===== config.mk =====
export PLATFORM = sky130hd
export DESIGN_NAME = itg_timer
export DESIGN_NICKNAME = d
export VERILOG_FILES = /design/src/itg_pkg.sv /design/src/itg_edge.sv /design/src/itg_timer.sv
export SDC_FILE = /design/constraint.sdc
export NUM_CORES = 1
export LEC_CHECK = 0
export ABC_AREA = 1
export BUFFER_PORTS_ARGS = -buffer_cell sky130_fd_sc_hd__buf_2
export CAP_MARGIN = 15
export CORE_MARGIN = 1.5
export CORE_UTILIZATION = 35
export CTS_CLUSTER_DIAMETER = 120
export CTS_CLUSTER_SIZE = 12
export DETAILED_ROUTE_END_ITERATION = 6
export GPL_ROUTABILITY_DRIVEN = 0
export PLACE_DENSITY = 0.64
export SLEW_MARGIN = 10
export SYNTH_ARGS = -nofsm -noshare
export SYNTH_HDL_FRONTEND = slang
export SYNTH_SLANG_ARGS = --single-unit

===== constraint.sdc =====
create_clock -name CLK_IN -period 3.2 [get_ports CLK_IN]
set_input_delay 0.16 -clock CLK_IN [delete_from_list [all_inputs] [get_ports CLK_IN]]
set_output_delay 0.16 -clock CLK_IN [all_outputs]
set_load 0.01 [all_outputs]

===== src/itg_pkg.sv =====
package itg_pkg;
    // ======================================================
    // Register map (byte addresses, one 32-bit word each)
    // ======================================================
    localparam logic [3:0] ITG_ADDR_COUNT = 4'h0;
    localparam logic [3:0] ITG_ADDR_PERIOD = 4'h4;
    localparam logic [3:0] ITG_ADDR_CONTROL = 4'h8;
    localparam logic [3:0] ITG_ADDR_STATUS = 4'hC;
    localparam int ITG_ADDR_W = 4;

    // ======================================================
    // Control word field positions
    // ======================================================
    localparam int ITG_BIT_ENABLE = 15;
    localparam int ITG_BIT_STOP_IDLE = 13;
    localparam int ITG_BIT_GATE = 6;
    localparam int ITG_BIT_PS_HI = 5;
    localparam int ITG_BIT_PS_LO = 4;
    localparam int ITG_BIT_SYNC = 2;
    localparam int ITG_BIT_CLKSEL = 1;
    localparam logic [15:0] ITG_CTRL_MASK = 16'hA076;

    // ======================================================
    // Status word field positions
    // ======================================================
    localparam int ITG_BIT_FLAG = 0;
    localparam int ITG_BIT_IRQ_EN = 1;
    localparam int ITG_BIT_MATCH_SEEN = 2;
    localparam int ITG_BIT_GATE_FALL = 3;

    // ======================================================
    // Reset values
    // ======================================================
    localparam logic [15:0] ITG_RST_COUNT = 16'h0000;
    localparam logic [15:0] ITG_RST_PERIOD = 16'hFFFF;
    localparam logic [15:0] ITG_RST_CONTROL = 16'h0000;

    // ======================================================
    // Prescaler terminal counts (divide minus one)
    // ======================================================
    localparam logic [7:0] ITG_PS_DIV1 = 8'h00;
    localparam logic [7:0] ITG_PS_DIV8 = 8'h07;
    localparam logic [7:0] ITG_PS_DIV64 = 8'h3F;
    localparam logic [7:0] ITG_PS_DIV256 = 8'hFF;

    // Bus slave phases
    typedef enum logic [1:0] {ITG_BUS_IDLE, ITG_BUS_ACK} itg_bus_t;
endpackage : itg_pkg


===== src/itg_edge.sv =====
`timescale 1ns/1ps
// ======================================================
// Three-stage sampler with edge pulses
// ======================================================
module itg_edge (
    input wire logic clk_in,
    input wire logic rst_in,
    input wire logic raw_in,
    output logic level_out,
    output logic rise_out,
    output logic fall_out
);
    logic stage1;
    logic stage2;
    logic stage3;
    logic next_stage1;
    logic next_stage2;
    logic next_stage3;

    // Shift chain; only stage2 and stage3 are looked at
    always_comb begin
        next_stage1 = raw_in;
        next_stage2 = stage1;
        next_stage3 = stage2;
    end

    always_ff @(posedge clk_in) begin
        if (rst_in) begin
            stage1 <= 1'b0;
            stage2 <= 1'b0;
            stage3 <= 1'b0;
        end else begin
            stage1 <= next_stage1;
            stage2 <= next_stage2;
            stage3 <= next_stage3;
        end
    end

    assign level_out = stage2;
    assign rise_out = stage2 & ~stage3;
    assign fall_out = ~stage2 & stage3;
endmodule : itg_edge


===== src/itg_timer.sv =====
`timescale 1ns/1ps
module itg_timer
    import itg_pkg::*;
(
    // Clock and reset
    input wire logic CLK_IN,
    input wire logic SYS_RST_IN,
    // Avalon-MM slave
    input wire logic [ITG_ADDR_W-1:0] AVS_ADDRESS_IN,
    input wire logic AVS_READ_IN,
    input wire logic AVS_WRITE_IN,
    input wire logic [31:0] AVS_WRITEDATA_IN,
    input wire logic [3:0] AVS_BYTEENABLE_IN,
    output logic [31:0] AVS_READDATA_OUT,
    output logic AVS_WAITREQUEST_OUT,
    // CPU power state
    input wire logic CPU_IDLE_IN,
    input wire logic CPU_SLEEP_IN,
    // External clock or gate pin
    input wire logic GATE_CLOCK_PIN_IN,
    // Interrupt
    output logic IRQ_OUT
);
    // ======================================================
    // State
    // ======================================================
    itg_bus_t bus_state;
    itg_bus_t next_bus_state;
    logic [31:0] rdata;
    logic [31:0] next_rdata;
    logic [15:0] count_value;
    logic [15:0] next_count_value;
    logic [15:0] period_limit;
    logic [15:0] next_period_limit;
    logic [15:0] control_word;
    logic [15:0] next_control_word;
    logic [7:0] prescale_cnt;
    logic [7:0] next_prescale_cnt;
    logic match_event_flag;
    logic next_match_event_flag;
    logic match_event_enable;
    logic next_match_event_enable;
    logic match_seen;
    logic next_match_seen;
    logic gate_fall_seen;
    logic next_gate_fall_seen;
    logic irq;
    logic next_irq;
    logic waitreq;
    logic next_waitreq;

    // ======================================================
    // Decoded control fields
    // ======================================================
    logic counter_enable;
    logic stop_in_idle;
    logic gate_accumulate_enable;
    logic [1:0] prescale_select;
    logic external_sync_select;
    logic clock_source_select;

    assign counter_enable = control_word[ITG_BIT_ENABLE];
    assign stop_in_idle = control_word[ITG_BIT_STOP_IDLE];
    assign gate_accumulate_enable = control_word[ITG_BIT_GATE];
    assign prescale_select = control_word[ITG_BIT_PS_HI:ITG_BIT_PS_LO];
    assign external_sync_select = control_word[ITG_BIT_SYNC];
    assign clock_source_select = control_word[ITG_BIT_CLKSEL];

    // ======================================================
    // Pin sampling
    // ======================================================
    logic pin_level;
    logic pin_rise;
    logic pin_fall;

    // One sampler serves both the counter edge and the gate level
    itg_edge u_pin (
        .clk_in(CLK_IN),
        .rst_in(SYS_RST_IN),
        .raw_in(GATE_CLOCK_PIN_IN),
        .level_out(pin_level),
        .rise_out(pin_rise),
        .fall_out(pin_fall)
    );

    // ======================================================
    // Bus access decode
    // ======================================================
    logic bus_go;
    logic wr_count;
    logic wr_period;
    logic wr_control;
    logic wr_status;
    logic rd_status;
    logic [15:0] wmask;

    // Single-cycle wait: request taken when idle, answered next edge
    assign bus_go = (bus_state == ITG_BUS_IDLE) & (AVS_READ_IN | AVS_WRITE_IN);
    assign wmask = {{8{AVS_BYTEENABLE_IN[1]}}, {8{AVS_BYTEENABLE_IN[0]}}};
    assign wr_count = bus_go & AVS_WRITE_IN & (AVS_ADDRESS_IN == ITG_ADDR_COUNT);
    assign wr_period = bus_go & AVS_WRITE_IN & (AVS_ADDRESS_IN == ITG_ADDR_PERIOD);
    assign wr_control = bus_go & AVS_WRITE_IN & (AVS_ADDRESS_IN == ITG_ADDR_CONTROL);
    assign wr_status = bus_go & AVS_WRITE_IN & (AVS_ADDRESS_IN == ITG_ADDR_STATUS);
    assign rd_status = bus_go & AVS_READ_IN & (AVS_ADDRESS_IN == ITG_ADDR_STATUS);

    // ======================================================
    // Counting source selection
    // ======================================================
    logic idle_hold;
    logic sleep_ok;
    logic src_tick;
    logic ps_done;
    logic inc_tick;
    logic wrap;

    // Idle gating applies to every mode, async counter included
    assign idle_hold = CPU_IDLE_IN & stop_in_idle;
    // Only the async external counter survives sleep
    assign sleep_ok = ~CPU_SLEEP_IN
        | (counter_enable & clock_source_select & ~external_sync_select);

    // Source ticks before prescaling
    always_comb begin
        src_tick = 1'b0;
        if (clock_source_select) begin
            // Async mode is modelled on the sampled edge; a truly
            // unsynchronised path would need a second clock domain
            src_tick = pin_rise;
        end else if (gate_accumulate_enable) begin
            src_tick = pin_level;
        end else begin
            src_tick = 1'b1;
        end
    end

    // Prescaler terminal count
    always_comb begin
        ps_done = 1'b0;
        unique case (prescale_select)
            2'b00: ps_done = (prescale_cnt == ITG_PS_DIV1);
            2'b01: ps_done = (prescale_cnt == ITG_PS_DIV8);
            2'b10: ps_done = (prescale_cnt == ITG_PS_DIV64);
            2'b11: ps_done = (prescale_cnt == ITG_PS_DIV256);
        endcase
    end

    logic run;
    assign run = counter_enable & ~idle_hold & sleep_ok;
    assign inc_tick = run & src_tick & ps_done;
    assign wrap = (count_value == period_limit);

    // ======================================================
    // Prescaler next value
    // ======================================================
    always_comb begin
        next_prescale_cnt = prescale_cnt;
        // A disabled prescaler has no clock, so a count write leaves it alone
        if (wr_count & counter_enable) begin
            next_prescale_cnt = 8'h00;
        end else if (wr_control & ~AVS_WRITEDATA_IN[ITG_BIT_ENABLE]
                     & AVS_BYTEENABLE_IN[1] & counter_enable) begin
            next_prescale_cnt = 8'h00;
        end else if (run & src_tick) begin
            // Frozen while disabled: nothing else touches it then
            next_prescale_cnt = ps_done ? 8'h00 : prescale_cnt + 8'h01;
        end
    end

    // ======================================================
    // Count, period and control next values
    // ======================================================
    always_comb begin
        next_count_value = count_value;
        next_period_limit = period_limit;
        next_control_word = control_word;
        if (wr_count) begin
            next_count_value = (count_value & ~wmask)
                | (AVS_WRITEDATA_IN[15:0] & wmask);
        end else if (inc_tick) begin
            // Equality seen on this tick returns the count to zero
            next_count_value = wrap ? 16'h0000 : count_value + 16'h0001;
        end
        if (wr_period) begin
            next_period_limit = (period_limit & ~wmask) | (AVS_WRITEDATA_IN[15:0] & wmask);
        end
        if (wr_control) begin
            // The control word changes and the count is left alone; a write that clears enable also zeroes the prescaler
            next_control_word = ((control_word & ~wmask) | (AVS_WRITEDATA_IN[15:0] & wmask))
                & ITG_CTRL_MASK;
        end
    end

    // ======================================================
    // Events, flags and interrupt
    // ======================================================
    logic match_evt;
    logic gate_evt;

    assign match_evt = inc_tick & wrap;
    // Gate falling edge ends an accumulation period
    assign gate_evt = counter_enable & ~clock_source_select
        & gate_accumulate_enable & pin_fall;

    always_comb begin
        next_match_event_flag = match_event_flag;
        next_match_event_enable = match_event_enable;
        next_match_seen = match_seen;
        next_gate_fall_seen = gate_fall_seen;
        // Software clears by writing zero; a write of one is ignored
        if (wr_status & AVS_BYTEENABLE_IN[0]) begin
            if (~AVS_WRITEDATA_IN[ITG_BIT_FLAG]) begin
                next_match_event_flag = 1'b0;
            end
            next_match_event_enable = AVS_WRITEDATA_IN[ITG_BIT_IRQ_EN];
        end
        // Read of status clears the per-source sticky bits
        if (rd_status) begin
            next_match_seen = 1'b0;
            next_gate_fall_seen = 1'b0;
        end
        // Set wins over any clear in the same cycle
        if (match_evt | gate_evt) begin
            next_match_event_flag = 1'b1;
        end
        if (match_evt) begin
            next_match_seen = 1'b1;
        end
        if (gate_evt) begin
            next_gate_fall_seen = 1'b1;
        end
        next_irq = next_match_event_flag & next_match_event_enable;
    end

    // ======================================================
    // Bus answer
    // ======================================================
    always_comb begin
        next_bus_state = ITG_BUS_IDLE;
        next_waitreq = 1'b1;
        next_rdata = rdata;
        if (bus_go) begin
            next_bus_state = ITG_BUS_ACK;
            next_waitreq = 1'b0;
            next_rdata = 32'h0000_0000;
            if (AVS_READ_IN) begin
                unique case (AVS_ADDRESS_IN)
                    ITG_ADDR_COUNT: next_rdata = {16'h0000, count_value};
                    ITG_ADDR_PERIOD: next_rdata = {16'h0000, period_limit};
                    ITG_ADDR_CONTROL: next_rdata = {16'h0000, control_word};
                    ITG_ADDR_STATUS: next_rdata = {28'h0000000, gate_fall_seen,
                        match_seen, match_event_enable, match_event_flag};
                    default: next_rdata = 32'h0000_0000; // Unmapped reads zero
                endcase
            end
        end
    end

    // ======================================================
    // Registers
    // ======================================================
    always_ff @(posedge CLK_IN) begin
        if (SYS_RST_IN) begin
            bus_state <= ITG_BUS_IDLE;
            rdata <= 32'h0000_0000;
            count_value <= ITG_RST_COUNT;
            period_limit <= ITG_RST_PERIOD;
            control_word <= ITG_RST_CONTROL;
            prescale_cnt <= 8'h00;
            match_event_flag <= 1'b0;
            match_event_enable <= 1'b0;
            match_seen <= 1'b0;
            gate_fall_seen <= 1'b0;
            irq <= 1'b0;
            waitreq <= 1'b1;
        end else begin
            bus_state <= next_bus_state;
            rdata <= next_rdata;
            count_value <= next_count_value;
            period_limit <= next_period_limit;
            control_word <= next_control_word;
            prescale_cnt <= next_prescale_cnt;
            match_event_flag <= next_match_event_flag;
            match_event_enable <= next_match_event_enable;
            match_seen <= next_match_seen;
            gate_fall_seen <= next_gate_fall_seen;
            irq <= next_irq;
            waitreq <= next_waitreq;
        end
    end

    // Waitrequest is high except in the answer cycle; own flop, no decode
    assign AVS_WAITREQUEST_OUT = waitreq;
    assign AVS_READDATA_OUT = rdata;
    assign IRQ_OUT = irq;
endmodule : itg_timer


After elaboration in Yosys (flattened, before gate mapping):

Cells that the tools add are included.

* $add $sub $neg: 2
* equality and inequality tests: 10
* multiplexer cells: 18
* bitwise operators: 45
* reduce and logical (&&, ||, !) cells: 8

Operators with widths (count)
* $and A16 B16 Y16: 4
* $mux W16: 4
* $pmux W16 S4: 1
* $or A16 B16 Y16: 3
* $and A1 B1 Y1: 27
* $add A16 B1 Y16 const B: 1
* $eq A16 B16 Y1: 1
* $not A16 Y16: 1
* $mux W1: 11
* $add A8 B1 Y8 const B: 1
* $eq A4 B4 Y1 const B: 2
* $eq A8 B3 Y1 const B: 1
* $eq A8 B6 Y1 const B: 1
* $eq A8 B8 Y1 const B: 1
* $logic_not A8 Y1: 1
* $mux W8: 1
* $not A1 Y1: 7
* $reduce_bool A2 Y1: 3
* $eq A2 B2 Y1 const B: 2
* $eq A4 B3 Y1 const B: 1
* $logic_not A2 Y1: 2
* $logic_not A4 Y1: 1
* $pmux W1 S4: 1
* $or A1 B1 Y1: 3
* other kinds (2): 2

* flip-flop bits (word level): 90
* bits of input ports: 47
* logic and storage cells: 98

Depth between registers and ports, before layout:

* word-level depth: 10
* depth in mapped cells: 12
* depth with buffers taken out: 12

Modules after synthesis:

Synthesis repeated with hierarchy kept, for this count alone.

* cell total of the unflattened synthesis: 634
* area, all modules: 4310.4 µm²

Modules (own cells, without submodules)
* itg_timer: times used 1, cells an instance 622, area an instance 4216.5 µm², sequential area each 1401.3 µm²
* itg_edge: times used 1, cells an instance 12, area an instance 93.8 µm², sequential area each 60.1 µm²

Least setup slack after synthesis:

Ideal clock, no wire load.

* path type: reg-to-reg
* start point: register prescale_cnt[0]
* end point: register (tool-made name)
* setup time: 119 ps
* data arrival time: 1386 ps
* path slack: 1694 ps
* stages on the path, launching flop included: 10
* period minus slack after synthesis: 1506 ps
* cell sequence: dfxtp_1 > ha_1 > nand2_1 > o21ai_0 > nand3_1 > nor2_4 > nand3_4 > buf_2 > a21oi_1 > a21oi_2

RTL lines
* start, declared: RTL line itg_timer.sv:37 `logic [7:0] prescale_cnt;`
* start signal, assigned: RTL line itg_timer.sv:281 `prescale_cnt <= next_prescale_cnt;`

==> flow_summary.ini <==
[critical_path]
cp_slowest_cell = sky130_fd_sc_hd__dfxtp_1
arrival_ns = 2.14
crit_path_max_incr_delay_ns = 0.38
crit_required_ns = 3.47
cp-startpoint = prescale_cnt[0]
start_kind = flip-flop
path_cells = ha_1, nand2_1, o21ai_0, nand3_1, nor2_4, nand3_4, nand3_1, nand2_1, a21oi_1
timing.critical_path.to_type = flip-flop
critical_path.reg2reg.startpoint = prescale_cnt[0]
setup.reg_to_reg.worst_slack_ns = 1.32
crit_fanout = 32
worst-setup-path-type = flip-flop to flip-flop
reg2reg_depth = 9

[timing]
period_minus_slack_ns = 1.88
finalSetupViolCount = 0
layout_worst_path_cycle_share = 0.586
tightest_slew_ns = 0.610
worst_clock_skew_ns = 0.00950
slew-limit-headroom = 0.593
max_freq_mhz = 533
finalHoldWorstSlack_ns = 0.0273
timing_hold_violations_final = 0
drv_slew = 0
rsz_0062_raised_after_global_routing = false
finalSetupTns_ns = 0

[grt]
globalRouteMet3Util = 0.0487
grt_pass1_wl_microns = 19000
pin_count_of_the_biggest_net_entering_global_routing = 37
antenna_violations_before_repair = 0
met1_usage = 0.230
grtUsageMet2 = 0.307
first_global_vias = 3919
grt_remaining_overflow = 0
track_usage = 0.186
busiest_layer = met2

[yosys]
synthFlopType = sky130_fd_sc_hd__dfxtp_1
synth_area_leader_cell = sky130_fd_sc_hd__dfxtp_1
synth_simple_gate_area_share = 0.337
syn_avg_cell_area_sq_um = 6.72
number_of_distinct_standard_cells_referenced_by_the_synthesized_netlist = 38
yosys-mux-area-fraction = 0
dominant_combinational_cell_family_by_area_after_synthesis = simple AND/OR/NAND/NOR gates
post_synth_main_area_contributors = sky130_fd_sc_hd__dfxtp_1 34%, sky130_fd_sc_hd__nand2_1 15%, sky130_fd_sc_hd__nand3_1 7.0%, sky130_fd_sc_hd__inv_1 5.7%, sky130_fd_sc_hd__a21oi_1 5.2%
yosysWarningCount = 0
synth-edff-count = 0
synth_xor_xnor_area_share = 0.0289
seq_area_frac_synth = 0.344
synthesis.area_sq_mm = 0.00424
synth_cells = 632
synth-seq-cells = 73
synth-compound-area-share = 0.156
synth.top_cell.area_share = 0.344
synth_fa_ha_area_frac = 0.00884
share_of_flip_flops_with_an_asynchronous_set_or_reset = 0

[cts]
cts.reportedPaths.clkPinSlew_ns = 0.06
tritoncts_buffers = 9
cts_root_buf = sky130_fd_sc_hd__clkbuf_16
numClockSinks = 73
postCtsSetupRepairBufs = 0
cts_hold_repair.buffers = 0
cts_repair_resize_count = 0
clock_path_buffers = 2
htree_num_levels = 3
tritoncts = done
worstSkewPairLatency_ns = 0.34

[detailed_routing]
dr.first_iter.drc_count = 228
routed-via-count = 4171
drt.antenna.violating_nets = 0
avgViaCountPerCell = 5.10
first_pass_iters = 5
totalWireLength_microns = 11200
drc_violation_count_after_routing = 0
routed_wire_length_per_instance_microns = 13.7

[final_layout]
area_delta_synth_final_pct = 11.5
final.fill_count = 1284
antenna-diode-count = 0
post_route_cells_drive_above_1_share = 0.143
final_nets = 717
seq_area_sq_mm = 0.00146
multi_input_comb_area_sq_mm = 0.00231

[die]
die_width_microns = 113
core-area_sq_mm = 0.0119
die_h_microns = 113
die_ar_sq_mm = 0.0128
io_pins = 81
initial_core_util = 0.356
placementRows = 40

[run]
max_cap_violations = 0

[power]
power_density_mw_per_mm2 = 419
cellLeakagePower_nw = 2.20
report.power.total_mw = 1.98
peakVddDrop_uv = 332

[hold_path]
hp-start = GATE_CLOCK_PIN_IN
min-delay-path-class = input port to flip-flop

[placed_design]
port_buffers = 46
detailedPlacementHpwl_microns = 8220

[status]
run_status = complete, no violations
cells in the mapped netlist, types with 2 or more instances:
library cell / count
sky130_fd_sc_hd__a211oi_1: 2
sky130_fd_sc_hd__a21oi_1: 44
sky130_fd_sc_hd__a21oi_2: 10
sky130_fd_sc_hd__a31oi_1: 2
sky130_fd_sc_hd__and3_1: 2
sky130_fd_sc_hd__buf_2: 8
sky130_fd_sc_hd__buf_4: 17
sky130_fd_sc_hd__buf_6: 5
sky130_fd_sc_hd__clkbuf_1: 8
sky130_fd_sc_hd__dfxtp_1: 73
sky130_fd_sc_hd__ha_1: 3
sky130_fd_sc_hd__inv_1: 64
sky130_fd_sc_hd__inv_2: 5
sky130_fd_sc_hd__nand2_1: 173
sky130_fd_sc_hd__nand2_2: 5
sky130_fd_sc_hd__nand3_1: 59
sky130_fd_sc_hd__nand3_4: 2
sky130_fd_sc_hd__nand3b_1: 2
sky130_fd_sc_hd__nand4_1: 4
sky130_fd_sc_hd__nor2_1: 56
sky130_fd_sc_hd__nor2_2: 5
sky130_fd_sc_hd__nor2_4: 3
sky130_fd_sc_hd__nor3_1: 8
sky130_fd_sc_hd__o211ai_1: 9
sky130_fd_sc_hd__o21ai_0: 18
sky130_fd_sc_hd__o21ai_1: 8
sky130_fd_sc_hd__o221ai_1: 6
sky130_fd_sc_hd__o22ai_1: 8
sky130_fd_sc_hd__xor2_1: 14
critical path, delay by kind of cell (launching register included):
family / cells / cell delay, ns
adder cells (fa/ha/maj): 1 / 0.19
AO/OA/AOI/OAI: 2 / 0.23
AND/OR/NAND/NOR: 6 / 1.00
flip-flops: 1 / 0.38
logic make-up after synthesis:
logic type	Yosys count
buffers and inverters	110
adders and majority gates	3
other	1
and+or+nand+nor	322
AOI/OAI and AO/OA	109
xor gates and xnor gates	14
DFF	73
worst min path at each step:
stage / end / slack, ns / depth (start not counted)
final: u_pin.next_stage2 / 0.03 / 3
after global routing: u_pin.next_stage2 / 0.03 / 3
after CTS: u_pin.next_stage2 / 0.03 / 3
after detailed placement: u_pin.next_stage2 / 0.37 / 3
after global placement: u_pin.next_stage2 / 0.37 / 3
after floorplan: u_pin.next_stage2 / 0.27 / 2
layout by cell type, fill, tap and decap left out, types with 2 or more instances in the layout:
| cell type | Yosys | routed |
|---|---|---|
| sky130_fd_sc_hd__nand2_1 | 173 | 173 |
| sky130_fd_sc_hd__dfxtp_1 | 73 | 73 |
| sky130_fd_sc_hd__inv_1 | 64 | 64 |
| sky130_fd_sc_hd__nand3_1 | 59 | 59 |
| sky130_fd_sc_hd__nor2_1 | 56 | 56 |
| sky130_fd_sc_hd__buf_2 | 8 | 46 |
| sky130_fd_sc_hd__a21oi_1 | 44 | 44 |
| sky130_fd_sc_hd__o21ai_0 | 18 | 18 |
| sky130_fd_sc_hd__conb_1 | 1 | 16 |
| sky130_fd_sc_hd__xor2_1 | 14 | 14 |
| sky130_fd_sc_hd__a21oi_2 | 10 | 10 |
| sky130_fd_sc_hd__o211ai_1 | 9 | 9 |
| sky130_fd_sc_hd__clkbuf_16 | 0 | 9 |
| sky130_fd_sc_hd__nor3_1 | 8 | 8 |
| sky130_fd_sc_hd__o21ai_1 | 8 | 8 |
| sky130_fd_sc_hd__o22ai_1 | 8 | 8 |
| sky130_fd_sc_hd__o221ai_1 | 6 | 6 |
| sky130_fd_sc_hd__inv_2 | 5 | 5 |
| sky130_fd_sc_hd__nand2_2 | 5 | 5 |
| sky130_fd_sc_hd__nor2_2 | 5 | 5 |
| sky130_fd_sc_hd__nand4_1 | 4 | 4 |
| sky130_fd_sc_hd__nor2_4 | 3 | 3 |
| sky130_fd_sc_hd__clkinv_2 | 1 | 3 |
| sky130_fd_sc_hd__ha_1 | 3 | 3 |
| sky130_fd_sc_hd__nand3_4 | 2 | 2 |
| sky130_fd_sc_hd__nand3b_1 | 2 | 2 |
| sky130_fd_sc_hd__a31oi_1 | 2 | 2 |
| sky130_fd_sc_hd__and3_1 | 2 | 2 |
| sky130_fd_sc_hd__a211oi_1 | 2 | 2 |
| sky130_fd_sc_hd__clkbuf_1 | 8 | 2 |
layer usage:
| metal | share of wire | up-vias |
|---|---|---|
| met1 | 0.43 | 1932 |
| met4 | 0.028 | 0 |
| met3 | 0.059 | 23 |
| li1 | - | 2088 |
| met5 | 0 | - |
| met2 | 0.48 | 128 |
through the flow:
step | std cells | util | setup WS [ns] | cell area, sq um
floorplan | 647 | - | 1.69 | 4300
finish | 818 | 0.397 | 1.32 | 4730
global route | 818 | 0.397 | 1.14 | 4730
detailed placement | 803 | 0.375 | 1.27 | 4470
CTS | 818 | 0.397 | 1.34 | 4730
global placement | 803 | 0.375 | 1.35 | 4470
power breakdown:
part,switching [mW],internal [mW]
Sequential,0.00715,0.919
Clock,0.380,0.539
Combinational,0.0969,0.0393
area by class of cell:
type	count	share of cell area
clock inverters	3	0.00370
multi-input cells	464	0.488
clock buffers	12	0.0521
inverters	72	0.0579
flip-flops and latches	73	0.309
well taps	147	0.0389
repair buffers	47	0.0502
Power figures use the tool's default switching activity.
